[config.mk]
export PLATFORM = sky130hd
export DESIGN_NAME = serial_char_io
export DESIGN_NICKNAME = d
export VERILOG_FILES = /design/src/design/serial_char_pkg.sv /design/src/design/serial_char_io.sv /design/src/design/char_buf2.sv
export SDC_FILE = /design/constraint.sdc
export NUM_CORES = 1
export LEC_CHECK = 0
export ABC_AREA = 0
export BUFFER_PORTS_ARGS = -buffer_cell sky130_fd_sc_hd__buf_4
export CORE_MARGIN = 2
export CORE_UTILIZATION = 30
export DETAILED_ROUTE_END_ITERATION = 12
export MAX_ROUTING_LAYER = met4
export PLACE_DENSITY = 0.44
export SYNTH_ARGS = -nofsm -noshare
export SYNTH_HDL_FRONTEND = slang
export SYNTH_HIERARCHICAL = 1
export SYNTH_SLANG_ARGS = --single-unit
[constraint.sdc]
create_clock -name ref_clk -period 3.1 [get_ports ref_clk]
set_input_delay 0.31 -clock ref_clk [delete_from_list [all_inputs] [get_ports ref_clk]]
set_output_delay 0.31 -clock ref_clk [all_outputs]
set_load 0.1 [all_outputs]
[src/design/serial_char_pkg.sv]
// Purpose: Shared constants for the serial character send/receive block
// Assumes: 20 MHz ref_clk, terminal bit rate set by a divider parameter
// Notes:   Frame is one start bit, eight data bits, two stop bits
package serial_char_pkg;
	localparam int unsigned CLK_HZ        = 20000000;
	localparam int unsigned BAUD_DEFAULT  = 110;
	localparam int unsigned DATA_BITS     = 8;
	localparam int unsigned STOP_BITS     = 2;
	localparam int unsigned FRAME_BITS    = 1 + DATA_BITS + STOP_BITS;
	localparam int unsigned BIT_CYC_DEF   = CLK_HZ / BAUD_DEFAULT;
	localparam int unsigned CNT_W         = 20;
	localparam logic        LINE_IDLE     = 1'b1;
	localparam logic        LINE_START    = 1'b0;
	localparam logic [7:0]  SHIFT_RST     = 8'h00;
	localparam logic [4:0]  TX_CNT_RST    = 5'h00;
endpackage

[src/design/serial_char_io.sv]
// Purpose: Character transmitter and receiver for a serial terminal
// Assumes: Bit time in ref_clk cycles is a parameter matching the terminal
// Notes:   Received words pass a two-entry buffer; a word finished while it is full is dropped
// What this block does
// RULE1 - Send one 8-bit parallel character serially
// RULE2 - Frame sent character with start and stop
// RULE3 - Send data bits unchanged, no code conversion
// RULE4 - Send bit timing follows terminal input rate
// RULE5 - Send uses shifter, 5-bit counter, three flags
// RULE6 - Receive one framed 8-bit character at once
// RULE7 - Hold received bits, drive as parallel word
// RULE8 - Receive uses down-counter, four flags, shifter
// RULE9 - Receive bit timing follows terminal output rate
// RULE10 - Deliver received bits unchanged
// RULE11 - Frame: start low, 8 LSB-first, 2 stops
// RULE12 - Half-bit start check, then mid-bit samples
`timescale 1ns/1ps
module serial_char_io #(
	parameter int unsigned BIT_CYC = serial_char_pkg::BIT_CYC_DEF
) (
	// Clock and reset
	input  wire logic       ref_clk,
	input  wire logic       resetn,
	// Parallel send side
	input  wire logic       tx_valid,
	output logic            tx_ready,
	input  wire logic [7:0] tx_data,
	// Parallel receive side
	output logic            rx_valid,
	input  wire logic       rx_ready,
	output logic      [7:0] rx_data,
	output logic            rx_frame_err,
	// Serial line
	output logic            ser_out,
	input  wire logic       ser_in
);
	import serial_char_pkg::*;

	localparam logic [CNT_W-1:0] BIT_TOP  = CNT_W'(BIT_CYC - 1);
	localparam logic [CNT_W-1:0] HALF_TOP = CNT_W'(BIT_CYC / 2 - 1);
	localparam logic [4:0]       TX_LAST  = 5'(FRAME_BITS - 1);
	localparam logic [3:0]       RX_LAST  = 4'(DATA_BITS);

	typedef struct packed {
		// Send side
		logic [CNT_W-1:0] tx_div;
		logic [7:0]       tx_sh;
		logic [4:0]       tx_cnt;
		logic             tx_busy;
		logic             tx_start;
		logic             tx_line;
		// Receive side
		logic [CNT_W-1:0] rx_down;
		logic [7:0]       rx_sh;
		logic [3:0]       rx_bit;
		logic             rx_busy;
		logic             rx_hunt;
		logic             rx_push;
		logic             rx_err;
		logic             sync1;
		logic             sync2;
		logic             sync3;
	} state_t;
	state_t st_ff;
	state_t nxt_st;

	logic       buf_ready;
	logic       tx_tick;
	logic       rx_tick;

	// Bit-rate enables from the dividers
	assign tx_tick  = st_ff.tx_busy && (st_ff.tx_div == '0); // RULE4
	assign rx_tick  = st_ff.rx_busy && (st_ff.rx_down == '0); // RULE9
	assign tx_ready = !st_ff.tx_busy;
	assign ser_out  = st_ff.tx_line;
	assign rx_frame_err = st_ff.rx_err;

	// Next state for both directions
	always_comb begin
		nxt_st       = st_ff;
		nxt_st.sync1 = ser_in;
		nxt_st.sync2 = st_ff.sync1;
		nxt_st.sync3 = st_ff.sync2;
		nxt_st.rx_push = 1'b0;
		// Transmit: load, start bit, 8 data LSB first, 2 stops
		if (!st_ff.tx_busy) begin
			if (tx_valid) begin
				nxt_st.tx_sh    = tx_data; // RULE1 RULE3
				nxt_st.tx_busy  = 1'b1;
				nxt_st.tx_start = 1'b1;
				nxt_st.tx_cnt   = TX_CNT_RST;
				nxt_st.tx_div   = BIT_TOP;
				nxt_st.tx_line  = LINE_START; // RULE2 RULE11
			end
		end else if (tx_tick) begin
			nxt_st.tx_div = BIT_TOP;
			if (st_ff.tx_cnt == TX_LAST) begin
				nxt_st.tx_busy = 1'b0; // RULE5
				nxt_st.tx_line = LINE_IDLE;
			end else begin
				nxt_st.tx_cnt   = 5'(st_ff.tx_cnt + 5'd1); // RULE5
				nxt_st.tx_start = 1'b0;
				if (st_ff.tx_cnt < 5'(DATA_BITS)) begin
					nxt_st.tx_line = st_ff.tx_sh[0]; // RULE11
					nxt_st.tx_sh   = {1'b0, st_ff.tx_sh[7:1]};
				end else begin
					nxt_st.tx_line = LINE_IDLE; // RULE2
				end
			end
		end else begin
			nxt_st.tx_div = CNT_W'(st_ff.tx_div - 1'b1);
		end
		// Receive: hunt a falling edge, confirm at half bit
		if (!st_ff.rx_busy) begin
			if (st_ff.sync3 && !st_ff.sync2) begin
				nxt_st.rx_busy = 1'b1;
				nxt_st.rx_hunt = 1'b1;
				nxt_st.rx_down = HALF_TOP; // RULE12
				nxt_st.rx_bit  = 4'd0;
			end
		end else if (rx_tick) begin
			nxt_st.rx_down = BIT_TOP; // RULE8
			if (st_ff.rx_hunt) begin
				nxt_st.rx_hunt = 1'b0;
				if (st_ff.sync2 != LINE_START) begin
					nxt_st.rx_busy = 1'b0; // RULE12
				end
			end else if (st_ff.rx_bit < RX_LAST) begin
				nxt_st.rx_sh  = {st_ff.sync2, st_ff.rx_sh[7:1]}; // RULE10
				nxt_st.rx_bit = 4'(st_ff.rx_bit + 4'd1); // RULE6
			end else begin
				// First stop bit sampled; word goes out if the buffer has room
				nxt_st.rx_busy = 1'b0;
				nxt_st.rx_err  = (st_ff.sync2 != LINE_IDLE);
				nxt_st.rx_push = buf_ready; // RULE7
			end
		end else begin
			nxt_st.rx_down = CNT_W'(st_ff.rx_down - 1'b1); // RULE8
		end
	end

	// State register
	always_ff @(posedge ref_clk or negedge resetn) begin
		if (!resetn) begin
			st_ff         <= '0;
			st_ff.tx_line <= LINE_IDLE;
			st_ff.sync1   <= LINE_IDLE;
			st_ff.sync2   <= LINE_IDLE;
			st_ff.sync3   <= LINE_IDLE;
		end else begin
			st_ff <= nxt_st;
		end
	end

	// Received words wait here for the reader
	char_buf2 #(
		.WIDTH(8)
	) u_rx_buf (
		.ref_clk  (ref_clk),
		.resetn   (resetn),
		.in_valid (st_ff.rx_push),
		.in_ready (buf_ready),
		.in_data  (st_ff.rx_sh),
		.out_valid(rx_valid),
		.out_ready(rx_ready),
		.out_data (rx_data)
	);
endmodule

[src/design/char_buf2.sv]
// Purpose: Two-entry buffer between the receiver and its reader
// Assumes: One clock, asynchronous active-low reset
// Notes:   in_ready drops only when both entries are full
`timescale 1ns/1ps
module char_buf2 #(
	parameter int unsigned WIDTH = 8
) (
	// Clock and reset
	input  wire logic             ref_clk,
	input  wire logic             resetn,
	// Fill side
	input  wire logic             in_valid,
	output logic                  in_ready,
	input  wire logic [WIDTH-1:0] in_data,
	// Drain side
	output logic                  out_valid,
	input  wire logic             out_ready,
	output logic      [WIDTH-1:0] out_data
);
	typedef struct packed {
		logic [1:0][WIDTH-1:0] mem;
		logic                  rd;
		logic [1:0]            cnt;
	} buf_t;
	buf_t st_ff;
	buf_t nxt_st;
	logic push;
	logic pop;

	// Handshakes
	assign in_ready  = (st_ff.cnt != 2'd2);
	assign out_valid = (st_ff.cnt != 2'd0);
	assign out_data  = st_ff.mem[st_ff.rd];
	assign push      = in_valid && in_ready;
	assign pop       = out_valid && out_ready;

	// Next state
	always_comb begin
		nxt_st = st_ff;
		if (push) begin
			nxt_st.mem[st_ff.rd ^ st_ff.cnt[0]] = in_data;
		end
		if (pop) begin
			nxt_st.rd = ~st_ff.rd;
		end
		nxt_st.cnt = 2'(st_ff.cnt + {1'b0, push} - {1'b0, pop});
	end

	// State register
	always_ff @(posedge ref_clk or negedge resetn) begin
		if (!resetn) begin
			st_ff <= '0;
		end else begin
			st_ff <= nxt_st;
		end
	end
endmodule

==> run_results.csv <==
group,metric,value,unit
outcome,status,"finished, final reports clean",
setup_path,required,3.33,ns
route,ant_nets,0,
setup_path,path_class,"register to register",
setup_path,path_depth,5,
sta,setup_viol_count_final,0,
floorplanning,num_rows,47,
sta,slew_headroom,43.2,%
route,vias,3940,
sta,skew,0.0141,ns
global_route,grt_overflow_total,0,
setup_path,cp_slowest_stage_delay,0.60,ns
setup_path,cp-end-kind,"register",
floorplanning,io_pins,25,
global_route,grt_max_degree,52,
clock_network,postCtsSetupBuffers,0,
setup_path,r2r_cells,5,
placed_design,port_buffers,24,
sta,max_slew.worst_pin.slew,0.852,ns
sta,finalHoldViolations,0,
route,via_per_inst,5.20,
setup_path,cp_max_fo,9,
sta,hold_ws,0.0197,ns
logic_synthesis,syn_area_per_cell,9.77,um^2
setup_path,start_kind,"register",
layout,design_area,5770,um^2
sta,drv_slew,0,
layout,area_delta_synth_final,16.0,%
floorplanning,die_w,133,um
sta,fin_crit,2.59,ns
logic_synthesis,synthCells,509,
floorplanning,die_area,17600,um^2
setup_path,critical-path-top-delay-family,"simple AND/OR/NAND/NOR gates",
placed_design,detailed_place_hpwl,7370,um
setup_path,arrival,2.82,ns
layout,fillers,1688,
worst_hold_path,hp-class,"input pin to asynchronous set/reset pin",
global_route,grt_pass1_wl,19500,um
power_and_ir_drop,ir_drop,0.000263,V
floorplanning,initial_utilization,30.3,%
layout,diodes,0,
logic_synthesis,yosys_warnings,6,
setup_path,cp_num_buf_inv,0,
floorplanning,core-area,16400,um^2
logic_synthesis,synth-edff-count,0,
layout,layout-drive-gt1-share,17.3,%
route,wl,11200,um
route,routedWlPerCell,14.8,um
clock_network,clock_sinks,93,
clock_network,clkTransAtPathRegs,0.08,ns
sta,fin_tns_setup,0,ns
placed_design,gp_congestion,0.749,
logic_synthesis,yosys.cell_types.count,60,
clock_network,hold_buffers,0,
setup_path,cp_slowest_cell,"nor4_4",
sta,max_freq,386,MHz
route,dr.first_iter.drc_count,269,
clock_network,cts_max_level,3,
layout,final_cell_mix,"dfrtp_1, a21oi_1, nand2_1",
global_route,groute.usage.overall,14.0,%
global_route,grt_pass1_vias,3865,
clock_network,cts.path.max_buffers,2,
clock_network,cts_root_buf,"clkbuf_16",
layout,layout_commonest_cell,"dfrtp_1",
clock_network,tritoncts,"built",
logic_synthesis,synth-main-ff-cell,"dfrtp_1",
sta,grt_setup_unrepaired,"false",
logic_synthesis,syn_nets,530,
run,drv_cap,0,
sta,fin_crit_sh,83.6,%
layout,nNetsFinal,553,
logic_synthesis,synth_area,4970,um^2
logic_synthesis,seq_area_frac_synth,46.9,%
clock_network,cts-buffers-inserted,9,
logic_synthesis,ys_ff_latch,93,
global_route,antenna_found_initial,0,
power_and_ir_drop,leakage,2.41,nW
route,drc,0,
layout,final_core_util,35.2,%
floorplanning,fp.dieH,133,um
logic_synthesis,async_reset_ff_share,100,%
route,first_pass_iters,4,
clock_network,post_cts_resized,0,
clock_network,clk_latency,0.35,ns
placed_design,placed_area,5420,um^2
setup_path,path_cells,"or4_4, or4b_4, nor4_4, nor2_4, a21o_1",
power_and_ir_drop,p_per_area,698,nW/um^2
==> cell families (layout without fill, tap and decap cells) <==
| family | after synthesis | after routing | share of synthesized area (%) |
|---|---|---|---|
| compound gates | 154 | 154 | 20.2 |
| buf+inv | 41 | 69 | 3.77 |
| fa+ha+maj | 8 | 8 | 2.01 |
| mux | 19 | 19 | 4.28 |
| xor+xnor | 14 | 14 | 2.46 |
| flops | 93 | 93 | 46.9 |
| simple gates | 180 | 180 | 20.4 |
==> through the flow <==
| stage | instances | power, mW | setup WS (ns) |
|---|---|---|---|
| after global placement | 741 | 2.73 | 0.543 |
| final | 757 | 4.03 | 0.508 |
| after floorplan | 509 | 2.48 | 0.695 |
| after global routing | 757 | 4.32 | 0.375 |
| after CTS | 757 | 4.08 | 0.500 |
| after detailed placement | 741 | 2.76 | 0.525 |
==> sequential cells by signal (all words and copies together), names as in the netlist <==
register,cells
st_ff,70
u_rx_buf/st_ff,19
nxt_st,2
rx_frame_err,1
ser_out,1
==> Yosys cell counts, types with 5 or more instances <==
master	count	area share, %
dfrtp_1	89	45
a21oi_1	39	3.9
nand2_1	36	2.7
nor2_1	33	2.5
o21ai_0	33	3.3
nor3_1	21	2.1
mux2_2	18	4.1
inv_1	17	1.3
clkbuf_1	13	0.98
a22o_1	12	2.1
xnor2_1	12	2.1
a21o_1	11	1.7
nand3_1	11	1.1
a31oi_1	10	1.3
nand2b_1	10	1.3
or3_1	10	1.3
ha_1	8	2.0
nand3b_1	8	1.2
nor4_1	8	1.0
o21bai_1	8	1.2
a211oi_1	7	1.1
buf_2	7	0.70
o221ai_1	7	1.2
or2_2	7	0.88
or4b_1	7	1.4
nand4_1	5	0.63
==> power breakdown <==
| group | internal, mW | switching [mW] | total (mW) |
|---|---|---|---|
| Clock | 0.793 | 0.504 | 1.30 |
| Combinational | 0.449 | 0.602 | 1.05 |
| Sequential | 1.43 | 0.253 | 1.68 |
| Total | 2.67 | 1.36 | 4.03 |
==> metal layers <==
layer	GRT usage [%]	wire length, um
met5	-	0
met4	4.12	73
met3	2.64	364
met2	22.0	5210
met1	18.6	5550
==> layout make-up <==
class	count	area, um^2	share of cell area [%]
clock buffers	9	225	3.90
clock inverters	7	123	2.13
inverters	17	63.8	1.11
multi-input cells	375	2450	42.6
flip-flops and latches	93	2330	40.4
well taps	220	275	4.77
repair buffers	36	295	5.12
==> final timing paths <==
| path | endpoint | slack [ns] | startpoint |
|---|---|---|---|
| min in group ref_clk | nxt_st[1]$_DFF_PN1_ | 0.07 | ser_in |
| worst min-delay path | st_ff[32]$_DFFE_PN0P_ | 0.02 | resetn |
| worst max-delay path | st_ff[53]$_DFFE_PN0P_ | 0.51 | st_ff[67]$_DFFE_PN0P_ |
| worst max register to register | st_ff[53]$_DFFE_PN0P_ | 0.51 | st_ff[67]$_DFFE_PN0P_ |
| max in group asynchronous | ser_out$_DFFE_PN1P_ | 2.33 | resetn |
| worst min register to register | nxt_st[0]$_DFF_PN1_ | 0.38 | nxt_st[1]$_DFF_PN1_ |
(Power assumes the default switching activity.)
